## src/shared/prio_irq_pkg.sv

```systemverilog
// Shared constants, timing figures and state types for the priority request logic
package prio_irq_pkg;

    // Core clock rate in MHz
    localparam int CLK_MHZ = 200;

    // Number of priority levels and width of the granted level code
    localparam int NUM_LEVELS = 32;
    localparam int CODE_W = 5;
    localparam int DESC_W = 8;

    // Printed times, in nanoseconds
    localparam int REQ_MIN_PULSE_NS = 500;
    localparam int CODE_SETUP_NS = 100;
    localparam int ACK_EXPECT_NS = 1000;
    localparam int STROBE_HOLD_NS = 2500;
    localparam int FAST_FETCH_NS = 5000;
    localparam int ACK_TO_FETCH_NS = 3000;
    localparam int TIMER_RES_NS = 13000;

    // Least times round up to whole cycles, never below one
    function automatic int ns_to_cyc_up(input int ns);
        int c;
        c = (ns * CLK_MHZ + 999) / 1000;
        return (c < 1) ? 1 : c;
    endfunction

    // Cycle counts derived from the times above
    localparam int REQ_MIN_PULSE_CYC = ns_to_cyc_up(REQ_MIN_PULSE_NS);
    localparam int CODE_SETUP_CYC = ns_to_cyc_up(CODE_SETUP_NS);
    localparam int ACK_EXPECT_CYC = ns_to_cyc_up(ACK_EXPECT_NS);
    localparam int STROBE_HOLD_CYC = ns_to_cyc_up(STROBE_HOLD_NS);
    localparam int FAST_FETCH_CYC = ns_to_cyc_up(FAST_FETCH_NS);
    localparam int ACK_TO_FETCH_CYC = ns_to_cyc_up(ACK_TO_FETCH_NS);
    localparam int TIMER_RES_CYC = ns_to_cyc_up(TIMER_RES_NS);

    // Counter width, enough for the longest count above
    localparam int CNT_W = 12;

    // Reset values
    localparam logic [NUM_LEVELS-1:0] MASK_RESET = 32'h0000_0000;
    localparam logic [31:0] TIMER_RESET = 32'h0000_0000;

    // Grant sequencer states
    typedef enum logic [2:0] {
        ST_IDLE,
        ST_SETUP,
        ST_STROBE,
        ST_HOLD,
        ST_FINISH
    } grant_state_e;

endpackage

```

## src/rtl/request_edge_catcher.sv

```systemverilog
// Two-stage synchroniser and rising-edge detector for the request pins
`timescale 1ns/100ps
`default_nettype none

module request_edge_catcher #(
    parameter int WIDTH = 32
) (
    input wire logic core_clk_i,
    input wire logic rst_i,
    input wire logic [WIDTH-1:0] line_i,
    output logic [WIDTH-1:0] rise_o
);
    import prio_irq_pkg::*;

    // Refuse an empty request bus at elaboration
    if (WIDTH < 1) begin : g_bad_width
        $error("request_edge_catcher: WIDTH must be at least 1");
    end

    typedef struct packed {
        logic [WIDTH-1:0] meta;
        logic [WIDTH-1:0] sync;
        logic [WIDTH-1:0] prev;
        logic [WIDTH-1:0] rise;
    } catch_s;

    catch_s cur;
    catch_s next_cur;

    // Only the second stage feeds the edge detector
    always_comb begin
        next_cur = cur;
        next_cur.meta = line_i;
        next_cur.sync = cur.meta;
        next_cur.prev = cur.sync;
        next_cur.rise = cur.sync & ~cur.prev;
    end

    always_ff @(posedge core_clk_i) begin
        if (rst_i) begin
            cur <= '0;
        end else begin
            cur <= next_cur;
        end
    end

    assign rise_o = cur.rise;

endmodule

`default_nettype wire

```

## src/rtl/priority_interrupt_request_accept.sv

```systemverilog
// Priority request latching, resolution and grant handshake with the external device
`timescale 1ns/100ps
`default_nettype none

module priority_interrupt_request_accept #(
    parameter int LEVELS = 32
) (
    input wire logic core_clk_i,
    input wire logic rst_i,
    input wire logic [LEVELS-1:0] request_i,
    input wire logic ack_i,
    input wire logic [prio_irq_pkg::DESC_W-1:0] desc_i,
    input wire logic instr_end_i,
    input wire logic timer_ref_i,
    input wire logic timer_present_i,
    input wire logic bg_req_i,
    input wire logic level_exit_i,
    input wire logic mask_update_i,
    input wire logic mask_or_i,
    input wire logic mask_cancel_i,
    input wire logic [LEVELS-1:0] mask_word_i,
    input wire logic timer_load_i,
    input wire logic [31:0] timer_load_word_i,
    output logic [prio_irq_pkg::CODE_W-1:0] grant_code_o,
    output logic strobe_o,
    output logic seq_stop_o,
    output logic psw_swap_o,
    output logic fetch_o,
    output logic bg_grant_o,
    output logic [prio_irq_pkg::DESC_W-1:0] desc_o,
    output logic [LEVELS-1:0] pending_o,
    output logic [LEVELS-1:0] active_o,
    output logic [LEVELS-1:0] mask_o,
    output logic [31:0] timer_word_o
);
    import prio_irq_pkg::*;

    // Refuse level counts that the five code lines cannot carry
    if (LEVELS < 2 || LEVELS > NUM_LEVELS) begin : g_bad_levels
        $error("priority_interrupt_request_accept: LEVELS must be 2 to 32");
    end

    // Lowest set bit as a one-hot vector
    function automatic logic [LEVELS-1:0] lowest_hot(input logic [LEVELS-1:0] v);
        return v & (~v + {{(LEVELS-1){1'b0}}, 1'b1});
    endfunction

    // Index of the lowest set bit, level 0 winning
    function automatic logic [CODE_W-1:0] lowest_idx(input logic [LEVELS-1:0] v);
        logic [CODE_W-1:0] idx;
        idx = '0;
        for (int i = LEVELS - 1; i >= 0; i--) begin
            if (v[i]) begin
                idx = CODE_W'(i);
            end
        end
        return idx;
    endfunction

    // Bit i set when any bit at or below i is set
    function automatic logic [LEVELS-1:0] prefix_or(input logic [LEVELS-1:0] v);
        logic [LEVELS-1:0] r;
        r = v;
        for (int i = 1; i < LEVELS; i++) begin
            r[i] = r[i] | r[i-1];
        end
        return r;
    endfunction

    typedef struct packed {
        grant_state_e st;
        logic [LEVELS-1:0] req;
        logic [LEVELS-1:0] act;
        logic [LEVELS-1:0] mask;
        logic [CODE_W-1:0] code;
        logic strobe;
        logic ack_meta;
        logic ack_sync;
        logic [DESC_W-1:0] desc_meta;
        logic [DESC_W-1:0] desc_sync;
        logic [DESC_W-1:0] desc;
        logic [CNT_W-1:0] elapsed;
        logic [CNT_W-1:0] since_ack;
        logic [CNT_W-1:0] phase;
        logic program_status_word;
        logic fetch;
        logic bg;
        logic [31:0] timer;
        logic [CNT_W-1:0] tdiv;
    } accept_s;

    accept_s cur;
    accept_s next_cur;
    logic [LEVELS-1:0] rise;
    logic [LEVELS-1:0] blocked;
    logic [LEVELS-1:0] qual;
    logic timer_defer;
    logic take;
    logic [LEVELS-1:0] grant_hot;

    request_edge_catcher #(
        .WIDTH(LEVELS)
    ) u_catch (
        .core_clk_i(core_clk_i),
        .rst_i(rst_i),
        .line_i(request_i),
        .rise_o(rise)
    );

    // an active level blocks itself and all below it
    assign blocked = prefix_or(cur.act);
    // lower-level activity never hides a higher request
    assign qual = cur.req & cur.mask & ~blocked;
    // no acceptance at the end of a timer word reference
    assign timer_defer = timer_ref_i & timer_present_i;
    // boundary check, strobe may only rise with acknowledge low
    assign take = instr_end_i && (cur.st == ST_IDLE) && (|qual) && !cur.ack_sync && !timer_defer;
    assign grant_hot = lowest_hot(qual);

    always_comb begin
        next_cur = cur;
        next_cur.program_status_word = 1'b0;
        next_cur.fetch = 1'b0;
        next_cur.bg = 1'b0;

        // Acknowledge and descriptor pins pass two stages first
        next_cur.ack_meta = ack_i;
        next_cur.ack_sync = cur.ack_meta;
        next_cur.desc_meta = desc_i;
        next_cur.desc_sync = cur.desc_meta;

        // OR option adds levels, the plain update narrows by AND
        if (mask_update_i && mask_or_i) begin
            next_cur.mask = cur.mask | mask_word_i;
        end else if (mask_update_i && !mask_cancel_i) begin
            next_cur.mask = cur.mask & mask_word_i;
        end

        if (mask_update_i && mask_cancel_i) begin
            next_cur.req = next_cur.req & ~mask_word_i;
        end

        // Leaving a handler frees the highest active level
        if (level_exit_i) begin
            next_cur.act = cur.act & ~lowest_hot(cur.act);
        end

        // Elapsed time since the grant, saturating
        if (cur.st != ST_IDLE && cur.elapsed != CNT_W'(FAST_FETCH_CYC)) begin
            next_cur.elapsed = cur.elapsed + CNT_W'(1);
        end

        case (cur.st)
            ST_IDLE: begin
                if (take) begin
                    // code first, strobe after the setup time
                    next_cur.code = lowest_idx(qual);
                    next_cur.st = ST_SETUP;
                    next_cur.phase = '0;
                    next_cur.elapsed = '0;
                    next_cur.since_ack = '0;
                    // status word swap starts with the grant
                    next_cur.program_status_word = 1'b1;
                end else if (instr_end_i && bg_req_i && !timer_defer && cur.act == '0 && qual == '0) begin
                    // background only when no level runs or waits
                    next_cur.bg = 1'b1;
                end
            end
            ST_SETUP: begin
                next_cur.phase = cur.phase + CNT_W'(1);
                if (cur.phase == CNT_W'(CODE_SETUP_CYC - 1)) begin
                    next_cur.strobe = 1'b1;
                    next_cur.st = ST_STROBE;
                end
            end
            ST_STROBE: begin
                // strobe state waits as long as the acknowledge is late
                if (cur.ack_sync) begin
                    // handshake point clears the granted latch
                    next_cur.req[cur.code] = 1'b0;
                    next_cur.act[cur.code] = 1'b1;
                    next_cur.desc = cur.desc_sync;
                    next_cur.phase = '0;
                    next_cur.st = ST_HOLD;
                end
            end
            ST_HOLD: begin
                next_cur.phase = cur.phase + CNT_W'(1);
                // strobe falls while acknowledge is still high
                if (cur.phase == CNT_W'(STROBE_HOLD_CYC - 1)) begin
                    next_cur.strobe = 1'b0;
                    next_cur.st = ST_FINISH;
                end
            end
            ST_FINISH: begin
                // prompt acknowledge, fetch paced by the grant
                if (cur.elapsed == CNT_W'(FAST_FETCH_CYC) && cur.since_ack >= CNT_W'(ACK_TO_FETCH_CYC)) begin
                    next_cur.fetch = 1'b1;
                    next_cur.st = ST_IDLE;
                end
            end
            default: begin
                next_cur.st = ST_IDLE;
                next_cur.strobe = 1'b0;
            end
        endcase

        // time since the acknowledge rose, saturating
        if ((cur.st == ST_HOLD || cur.st == ST_FINISH) && cur.since_ack != CNT_W'(ACK_TO_FETCH_CYC)) begin
            next_cur.since_ack = cur.since_ack + CNT_W'(1);
        end

        // a detected edge sets its latch; set beats the handshake and cancel clears
        // an already set latch absorbs repeats
        // after the handshake clear a new edge sets it again
        next_cur.req = next_cur.req | rise;

        // timer word steps down once per resolution period
        if (cur.tdiv == CNT_W'(TIMER_RES_CYC - 1)) begin
            next_cur.tdiv = '0;
            next_cur.timer = cur.timer - 32'h0000_0001;
        end else begin
            next_cur.tdiv = cur.tdiv + CNT_W'(1);
        end
        if (timer_load_i) begin
            next_cur.timer = timer_load_word_i;
            next_cur.tdiv = '0;
        end
    end

    // only reset, the handshake or cancel clear a latch
    always_ff @(posedge core_clk_i) begin
        if (rst_i) begin
            cur <= '0;
            cur.st <= ST_IDLE;
            cur.mask <= LEVELS'(MASK_RESET);
            cur.timer <= TIMER_RESET;
        end else begin
            cur <= next_cur;
        end
    end

    // Outputs straight from state
    // code held from grant
    assign grant_code_o = cur.code;
    assign strobe_o = cur.strobe;
    assign seq_stop_o = (cur.st != ST_IDLE);
    assign psw_swap_o = cur.program_status_word;
    assign fetch_o = cur.fetch;
    assign bg_grant_o = cur.bg;
    assign desc_o = cur.desc;
    assign pending_o = cur.req;
    assign active_o = cur.act;
    assign mask_o = cur.mask;
    assign timer_word_o = cur.timer;
endmodule

`default_nettype wire

```

## config.mk

```make
export PLATFORM = sky130hd
export DESIGN_NAME = priority_interrupt_request_accept
export DESIGN_NICKNAME = d
export VERILOG_FILES = /design/src/shared/prio_irq_pkg.sv /design/src/rtl/request_edge_catcher.sv /design/src/rtl/priority_interrupt_request_accept.sv
export SDC_FILE = /design/constraint.sdc
export NUM_CORES = 1
export LEC_CHECK = 0
export BUFFER_PORTS_ARGS = -buffer_cell sky130_fd_sc_hd__buf_4
export CAP_MARGIN = 20
export CORE_ASPECT_RATIO = 0.9
export CORE_MARGIN = 2
export CORE_UTILIZATION = 50
export DETAILED_ROUTE_END_ITERATION = 10
export HOLD_SLACK_MARGIN = 0.03
export PLACE_DENSITY = 0.73
export SYNTH_ARGS = -nofsm -noshare
export SYNTH_HDL_FRONTEND = slang
export SYNTH_SLANG_ARGS = --single-unit
```

## constraint.sdc

```tcl
create_clock -name core_clk_i -period 2.75 [get_ports core_clk_i]
set_input_delay 0.4125 -clock core_clk_i [delete_from_list [all_inputs] [get_ports core_clk_i]]
set_output_delay 0.4125 -clock core_clk_i [all_outputs]
set_load 0.01 [all_outputs]
```

==> results.py, run 1 <==
metrics = {
    "run_status": {
        "status": "complete, no violations",
    },
    "timing": {
        "holdWs_ns": 0.0988,
        "period_share_pct": 98.0,
        "setup_violations": 0,
        "finalSetupTns_ns": 0,
        "skew_ns": 0.0192,
        "period_needed_ns": 2.69,
        "rsz0062_at_grt": "yes",
        "slew_viol_final": 0,
        "fmax_mhz": 371,
        "hold_viol_final": 0,
        "max_slew.worst_pin.slew_ns": 0.758,
        "max_slew_margin_pct": 49.5,
        "setup_ws_ns": 0.0552,
    },
    "placed_design": {
        "dp_cells": 2160,
        "gp_congestion": 0.917,
        "placedInstanceArea_sq_um": 16200,
        "io_buffers": 261,
        "hpwlAfterDp_um": 27000,
        "dp_slack_ns": -0.0438,
    },
    "logic_synthesis": {
        "synth_cells": 1668,
        "synth_mux_area_share_pct": 0.762,
        "post_synth.cell_area_avg_sq_um": 8.67,
        "synth_edf_count": 0,
        "ys_seq_elements": 342,
        "ys_async_sr_fraction_pct": 0,
        "synth_xor_area_share_pct": 2.97,
        "netlist_area_sq_um": 14500,
        "synth-simple-area-share_pct": 24.6,
        "synth_fa_ha_area_share_pct": 0.606,
        "yosys_warnings": 0,
        "synth_compound_area_share_pct": 13.9,
        "yosys.cell_types.count": 76,
        "ys.flop_type": "dfxtp_1",
        "postSynthNetCount": 1791,
        "ys_seq_area_share_pct": 47.4,
        "synth_top_family_by_area": "simple AND/OR/NAND/NOR gates",
    },
    "layout": {
        "syn_to_final_growth_pct": 21.4,
        "diodes": 0,
        "instances_no_fill": 2233,
        "postLayoutCellArea_sq_um": 17600,
        "fin_nets": 1963,
        "n_fill_cell": 2513,
        "layout-drive-gt1-share_pct": 24.5,
    },
    "worst_setup_path": {
        "path_buf_inv": 1,
        "critPathMaxFanout": 8,
        "cpMostUsedCell": "or4_4",
        "cp_data_required_time_ns": 3.17,
        "critPathLaunchType": "flop",
        "reg2reg_from": "active_o[24]$_SDFF_PP0_",
        "critPathKind": "reg2reg",
        "critPathSlowestCell": "or4_4",
        "crit_chain": "or4_4, or4_4, a211o_1, nand4_2, o31ai_4, buf_6, a2111oi_4, xnor2_1, nor2_1",
        "max_stage_delay_ns": 0.57,
        "cp-end-kind": "flop",
        "cp.arrival_ns": 3.11,
        "crit_family": "simple AND/OR/NAND/NOR gates",
        "critPathLaunch": "active_o[24]$_SDFF_PP0_",
    },
    "hold_path": {
        "worstHoldStart": "request_i[17]",
        "min_path_type": "in2reg",
    },
    "power_and_ir_drop": {
        "p_seq_share_pct": 48.2,
        "power.density_nw_per_um2": 616,
        "vdd_drop_max_uv": 415,
        "switching_share_pct": 23.2,
        "comb_power_share_pct": 7.6,
        "leakagePower_nw": 7.27,
        "internal-power_w": 0.00831,
        "p_clk_share_pct": 44.2,
        "switching_power_w": 0.00250,
    },
    "routing": {
        "wl_um": 37600,
        "ant_nets": 0,
        "wire_per_inst_um": 16.9,
        "drt_first_pass_iters": 5,
        "vias": 12197,
        "drtIter0Drc": 993,
        "drt-vias-per-instance": 5.46,
        "drc_errors": 0,
    },
    "floorplan": {
        "dieHeight_um": 165,
        "core_sq_um": 28600,
        "die_w_um": 183,
        "io_pins": 262,
        "rows": 59,
        "die_area_sq_um": 30300,
        "initial_core_util_pct": 50.5,
    },
    "cts": {
        "cts_tree": "built",
        "root_buffer": "clkbuf_16",
        "cts.sink_count": 342,
        "clock_latency_ns": 0.52,
        "clk_pin_slew_ns": 0.06,
        "clock_path_buffers": 3,
        "hold_buffers": 0,
        "htree_levels": 2,
        "cts_buffers": 36,
    },
    "global_route": {
        "grt_usage_pct": 23.9,
        "overflow": 0,
        "grt_pass1_wl_um": 58500,
        "antenna_found_initial": 0,
        "grt_pass1_vias": 11315,
        "grt_start_max_net_pins": 111,
    },
    "run": {
        "cap_viol_max_count": 0,
    },
}
[final timing paths]
kind,end,slack (ns),depth (start not counted)
max,cur[54]$_SDFFE_PP0P_,0.06,9
min,u_catch.cur[113]$_SDFF_PP0_,0.1,2
max reg2reg,cur[54]$_SDFFE_PP0P_,0.06,9
min reg2reg,u_catch.rise_o[20]$_SDFF_PP0_,0.38,1
[synth_stat cells, types with 10 or more instances]
cell,number,area share (%)
a21oi_1,126,4.4
a31oi_1,39,1.7
and2_1,12,0.52
and3_1,13,0.56
buf_4,142,7.4
clkbuf_1,63,1.6
dfxtp_1,342,47
inv_1,20,0.52
mux2i_1,11,0.76
nand2_1,195,5.1
nand3_1,26,0.90
nand3b_1,11,0.57
nand4_1,17,0.74
nor2_1,152,3.9
nor2b_1,149,6.4
nor3_1,26,0.90
nor4_1,23,1.0
o21ai_0,85,2.9
o31ai_1,10,0.52
or2_2,10,0.43
xnor2_1,28,1.7
xor2_1,21,1.3
[through the flow]
| step | power [W] | utilization, % |
|---|---|---|
| after floorplan | 0.00580 | - |
| after global placement | 0.00611 | 56.4 |
| after detailed placement | 0.00613 | 56.5 |
| after CTS | 0.0109 | 60.7 |
| after global routing | 0.0112 | 61.3 |
| final | 0.0108 | 61.3 |
[power groups by stage]
stage	combinational, W	clock (W)	sequential (W)
after detailed placement	0.000808	0	0.00532
after global routing	0.000901	0.00505	0.00523
final	0.000821	0.00478	0.00522
after CTS	0.000815	0.00487	0.00522
after global placement	0.000792	0	0.00532
after floorplan	0.000510	0	0.00529
[kinds of logic after synthesis]
logic type | count (synthesis)
compound gates | 334
xor+xnor | 49
buf+inv | 232
fa+ha+maj | 7
mux | 11
flops | 342
simple gates | 693
[cells in the final DEF (no fill, tap or decap), types with 17 or more instances in the layout]
master	count
a21oi_1	126
a31oi_1	39
buf_4	338
clkbuf_16	38
dfxtp_1	338
inv_1	20
nand2_1	194
nand3_1	26
nand4_1	17
nor2_1	152
nor2b_1	149
nor3_1	25
nor4_1	17
o21ai_0	83
xnor2_1	28
xor2_1	21
[sequential cells by signal (all words and copies together), names as in the netlist]
signal	flops
psw_swap_o	1
bg_grant_o	1
cur	69
timer_word_o	32
desc_o	8
u_catch.rise_o	32
u_catch.cur	96
strobe_o	1
fetch_o	1
active_o	32
mask_o	32
grant_code_o	5
pending_o	32
[layout make-up]
cell class | instances | area [sq um] | share of cell area (%)
inverters | 20 | 75.1 | 0.428
multi-input cells | 1094 | 6330 | 36.1
clock buffers | 53 | 1110 | 6.31
clock inverters | 12 | 77.6 | 0.442
well taps | 366 | 458 | 2.61
repair buffers | 346 | 2650 | 15.1
flip-flops and latches | 342 | 6850 | 39.0
[per-layer routing]
layer	share of wire (%)	vias up	GRT usage, %
met5	0	-	0
met1	44	5751	31.3
met3	7.2	64	4.93
met4	2.5	0	7.02
met2	47	447	40.1
li1	-	5935	-
[what timing repair did]
action,in CTS,in global routing
pin swaps,2,11
buffers inserted,2,5
resized for setup,3,27
endpoints found under the setup margin,10,48
gates cloned,0,1
(Power assumes the default switching activity.)
==> run 2, diff against run 1 <==
--- a/config.mk
+++ b/config.mk
@@ -5,14 +5,17 @@
 export SDC_FILE = /design/constraint.sdc
 export NUM_CORES = 1
 export LEC_CHECK = 0
+export ABC_AREA = 1
 export BUFFER_PORTS_ARGS = -buffer_cell sky130_fd_sc_hd__buf_4
 export CAP_MARGIN = 20
 export CORE_ASPECT_RATIO = 0.9
 export CORE_MARGIN = 2
-export CORE_UTILIZATION = 50
+export CORE_UTILIZATION = 51
 export DETAILED_ROUTE_END_ITERATION = 10
 export HOLD_SLACK_MARGIN = 0.03
-export PLACE_DENSITY = 0.73
+export PLACE_DENSITY = 0.74
+export REMOVE_ABC_BUFFERS = 1
+export SETUP_SLACK_MARGIN = 0.4
 export SYNTH_ARGS = -nofsm -noshare
 export SYNTH_HDL_FRONTEND = slang
 export SYNTH_SLANG_ARGS = --single-unit
==> results.py, run 2 <==
metrics = {
    "run_status": {
        "status": "finished, violations left",
        "violations": "setup timing",
    },
    "routing": {
        "vias": 14684,
        "drt_first_pass_iters": 6,
        "ant_nets": 0,
        "drtIter0Drc": 1237,
        "wl_met3_um": 4670,
        "top_layer": "met4",
        "wl_um": 47100,
        "wire_per_inst_um": 17.5,
        "route.met2.wl_um": 21600,
        "wirelength_met1_um": 18600,
        "drt-vias-per-instance": 5.46,
        "drc_errors": 0,
    },
    "cts": {
        "clk_pin_slew_ns": 0.06,
        "cts.sink_count": 342,
        "root_buffer": "clkbuf_16",
        "clock_path_buffers": 3,
        "cts_buffers": 36,
        "hold_buffers": 0,
        "cts_tree": "built",
        "htree_levels": 2,
        "clock_latency_ns": 0.53,
    },
    "power_and_ir_drop": {
        "comb_power_share_pct": 16.4,
        "internal-power_w": 0.00901,
        "switching_power_w": 0.00321,
        "power.density_nw_per_um2": 615,
        "p_clk_share_pct": 40.2,
        "p_seq_share_pct": 43.5,
        "leakagePower_nw": 9.04,
        "vdd_drop_max_uv": 561,
        "switching_share_pct": 26.3,
    },
    "logic_synthesis": {
        "post_synth.cell_area_avg_sq_um": 7.52,
        "yosys_warnings": 0,
        "synth_commonest_cells": "342 x dfxtp_1, 294 x nor2_1, 284 x inv_1",
        "yosys.cell_types.count": 50,
        "synth_cells": 1978,
        "yosys.area.top_type": "dfxtp_1",
        "ys_seq_elements": 342,
        "ys_top_cells_by_area": "dfxtp_1 46%, nor2_1 7.4%, inv_1 7.2%",
        "ys_seq_area_share_pct": 46.0,
        "netlist_area_sq_um": 14900,
        "ys.flop_type": "dfxtp_1",
        "netlist.area_leader.share_pct": 46.0,
        "synth_edf_count": 0,
        "ys_async_sr_fraction_pct": 0,
        "yosys.cell_count.top_type": "dfxtp_1",
    },
    "layout": {
        "final_cell_mix": "437 x buf_4, 332 x dfxtp_1, 273 x inv_1",
        "diodes": 0,
        "finish.utilization_pct": 69.0,
        "fin_nets": 2425,
        "syn_to_final_growth_pct": 33.7,
        "layout-drive-gt1-share_pct": 31.4,
        "top_register": "u_catch.cur",
        "instances_no_fill": 2690,
        "final_common_cell": "buf_4",
        "n_fill_cell": 2143,
        "reg_top3": "u_catch.cur x96, cur x69",
        "largest_reg_flops": 96,
    },
    "timing": {
        "period_needed_ns": 3.67,
        "slew_viol_final": 0,
        "rsz0062_at_grt": "yes",
        "setup_violations": 57,
        "max_slew_margin_pct": 43.9,
        "max_slew.worst_pin.slew_ns": 0.841,
        "skew_ns": 0.0255,
        "hold_viol_final": 0,
        "fmax_mhz": 272,
        "finalSetupTns_ns": -15.70,
        "period_share_pct": 134,
        "setup_ws_ns": -0.925,
    },
    "worst_setup_path": {
        "critPathLaunchType": "flop",
        "cp_data_required_time_ns": 3.10,
        "critPathMaxFanout": 2,
        "critPathLaunch": "timer_word_o[1]$_SDFFE_PP0P_",
        "reg2reg_from": "timer_word_o[1]$_SDFFE_PP0P_",
        "cp.arrival_ns": 4.02,
        "cp-end-kind": "flop",
        "critPathKind": "reg2reg",
    },
    "placed_design": {
        "gp_congestion": 0.881,
        "hpwlAfterDp_um": 29200,
        "io_buffers": 261,
        "dp_cells": 2515,
        "dp_slack_ns": -0.272,
    },
    "floorplan": {
        "rows": 59,
        "dieHeight_um": 166,
        "initial_core_util_pct": 51.7,
        "die_area_sq_um": 30500,
        "die_w_um": 184,
        "core_sq_um": 28800,
        "io_pins": 262,
    },
    "global_route": {
        "grt_start_max_net_pins": 145,
        "grt_pass1_vias": 13607,
        "antenna_found_initial": 0,
        "grt_pass1_wl_um": 69000,
        "grt_usage_pct": 28.1,
        "overflow": 0,
    },
    "run": {
        "cap_viol_max_count": 0,
    },
    "hold_path": {
        "worstHoldStart": "desc_i[0]",
        "min_path_type": "in2reg",
    },
}
==> run 2: cell types whose count changed after synthesis, moves of 26 or more <==
cell,change
nand2_1,+36
nor2b_1,-149
nor3_1,+32
nor2_1,+142
nand3_1,+100
xnor2_1,-26
inv_1,+264
==> run 2: worst paths after layout <==
path	end	slack, ns	cells past startpoint
worst max-delay path	timer_word_o[27]$_SDFFE_PP0P_	-0.92	25
worst min-delay path	cur[99]$_SDFF_PP0_	0.09	3
worst max register to register	timer_word_o[27]$_SDFFE_PP0P_	-0.92	25
worst min register to register	u_catch.rise_o[27]$_SDFF_PP0_	0.39	1
==> run 2: stage by stage <==
step	cell area (sq um)	hold WS, ns	total power [W]
2_1_floorplan	13500	0.373	0.00604
5_1_grt	19900	0.0862	0.0126
4_1_cts	19200	0.0723	0.0119
6_report	19900	0.0855	0.0122
3_3_place_gp	16900	0.378	0.00669
3_5_place_dp	16900	0.382	0.00674
==> run 2: routing by layer <==
layer,track usage [%],vias to the layer above
li1,-,6886
met2,46.0,768
met4,10.9,0
met1,36.3,6844
met5,0,-
met3,6.12,186
==> run 2: kinds of logic after synthesis <==
kind of cell | share of synthesized area (%)
flip-flops | 46.0
XOR/XNOR | 0.942
buffers and inverters | 16.4
adder cells (fa/ha/maj) | 0.589
multiplexers | 0.0673
AND/OR/NAND/NOR | 24.0
AO/OA/AOI/OAI | 12.0
==> run 2: power by group through the flow <==
stage	sequential (W)	clock (W)	combinational, W
finish	0.00531	0.00491	0.00200
global route	0.00533	0.00516	0.00214
CTS	0.00530	0.00494	0.00165
detailed placement	0.00540	0	0.00134
global placement	0.00539	0	0.00130
floorplan	0.00540	0	0.000636
==> run 2: timing repair <==
item	CTS	global route
pin swaps	22	37
cloned	1	1
endpoints found under the setup margin	74	76
hold endpoints to repair	0	0
gates resized for setup	153	106
setup buffers	79	34
==> run 2: layout make-up <==
class	instances	area, sq um	share of cell area (%)
flip-flops and latches	342	6860	34.5
repair buffers	501	4040	20.3
well taps	366	458	2.30
clock buffers	47	993	5.00
inverters	292	1110	5.58
clock inverters	13	179	0.900
multi-input cells	1129	6240	31.4
==> run 2: worst max-delay path, cell delays in order, from the launching register on <==
cell      delay [ns]
dfxtp_2         0.33
buf_6           0.12
nor2_4          0.11
nand2_2         0.07
nor3_2          0.16
nand2_1         0.12
nor3_2          0.18
nand2_1         0.12
nor2_1          0.15
inv_1           0.10
nor2_2          0.15
inv_2           0.09
nor2_4          0.13
nand3_2         0.16
nor2_4          0.17
nand2_2         0.10
nor2_4          0.16
nand2_4         0.09
nor2_4          0.12
nand2_2         0.09
nor4_4          0.16
buf_4           0.16
xor2_1          0.15
nand2_1         0.08
o211ai_1        0.11
o22ai_1         0.12
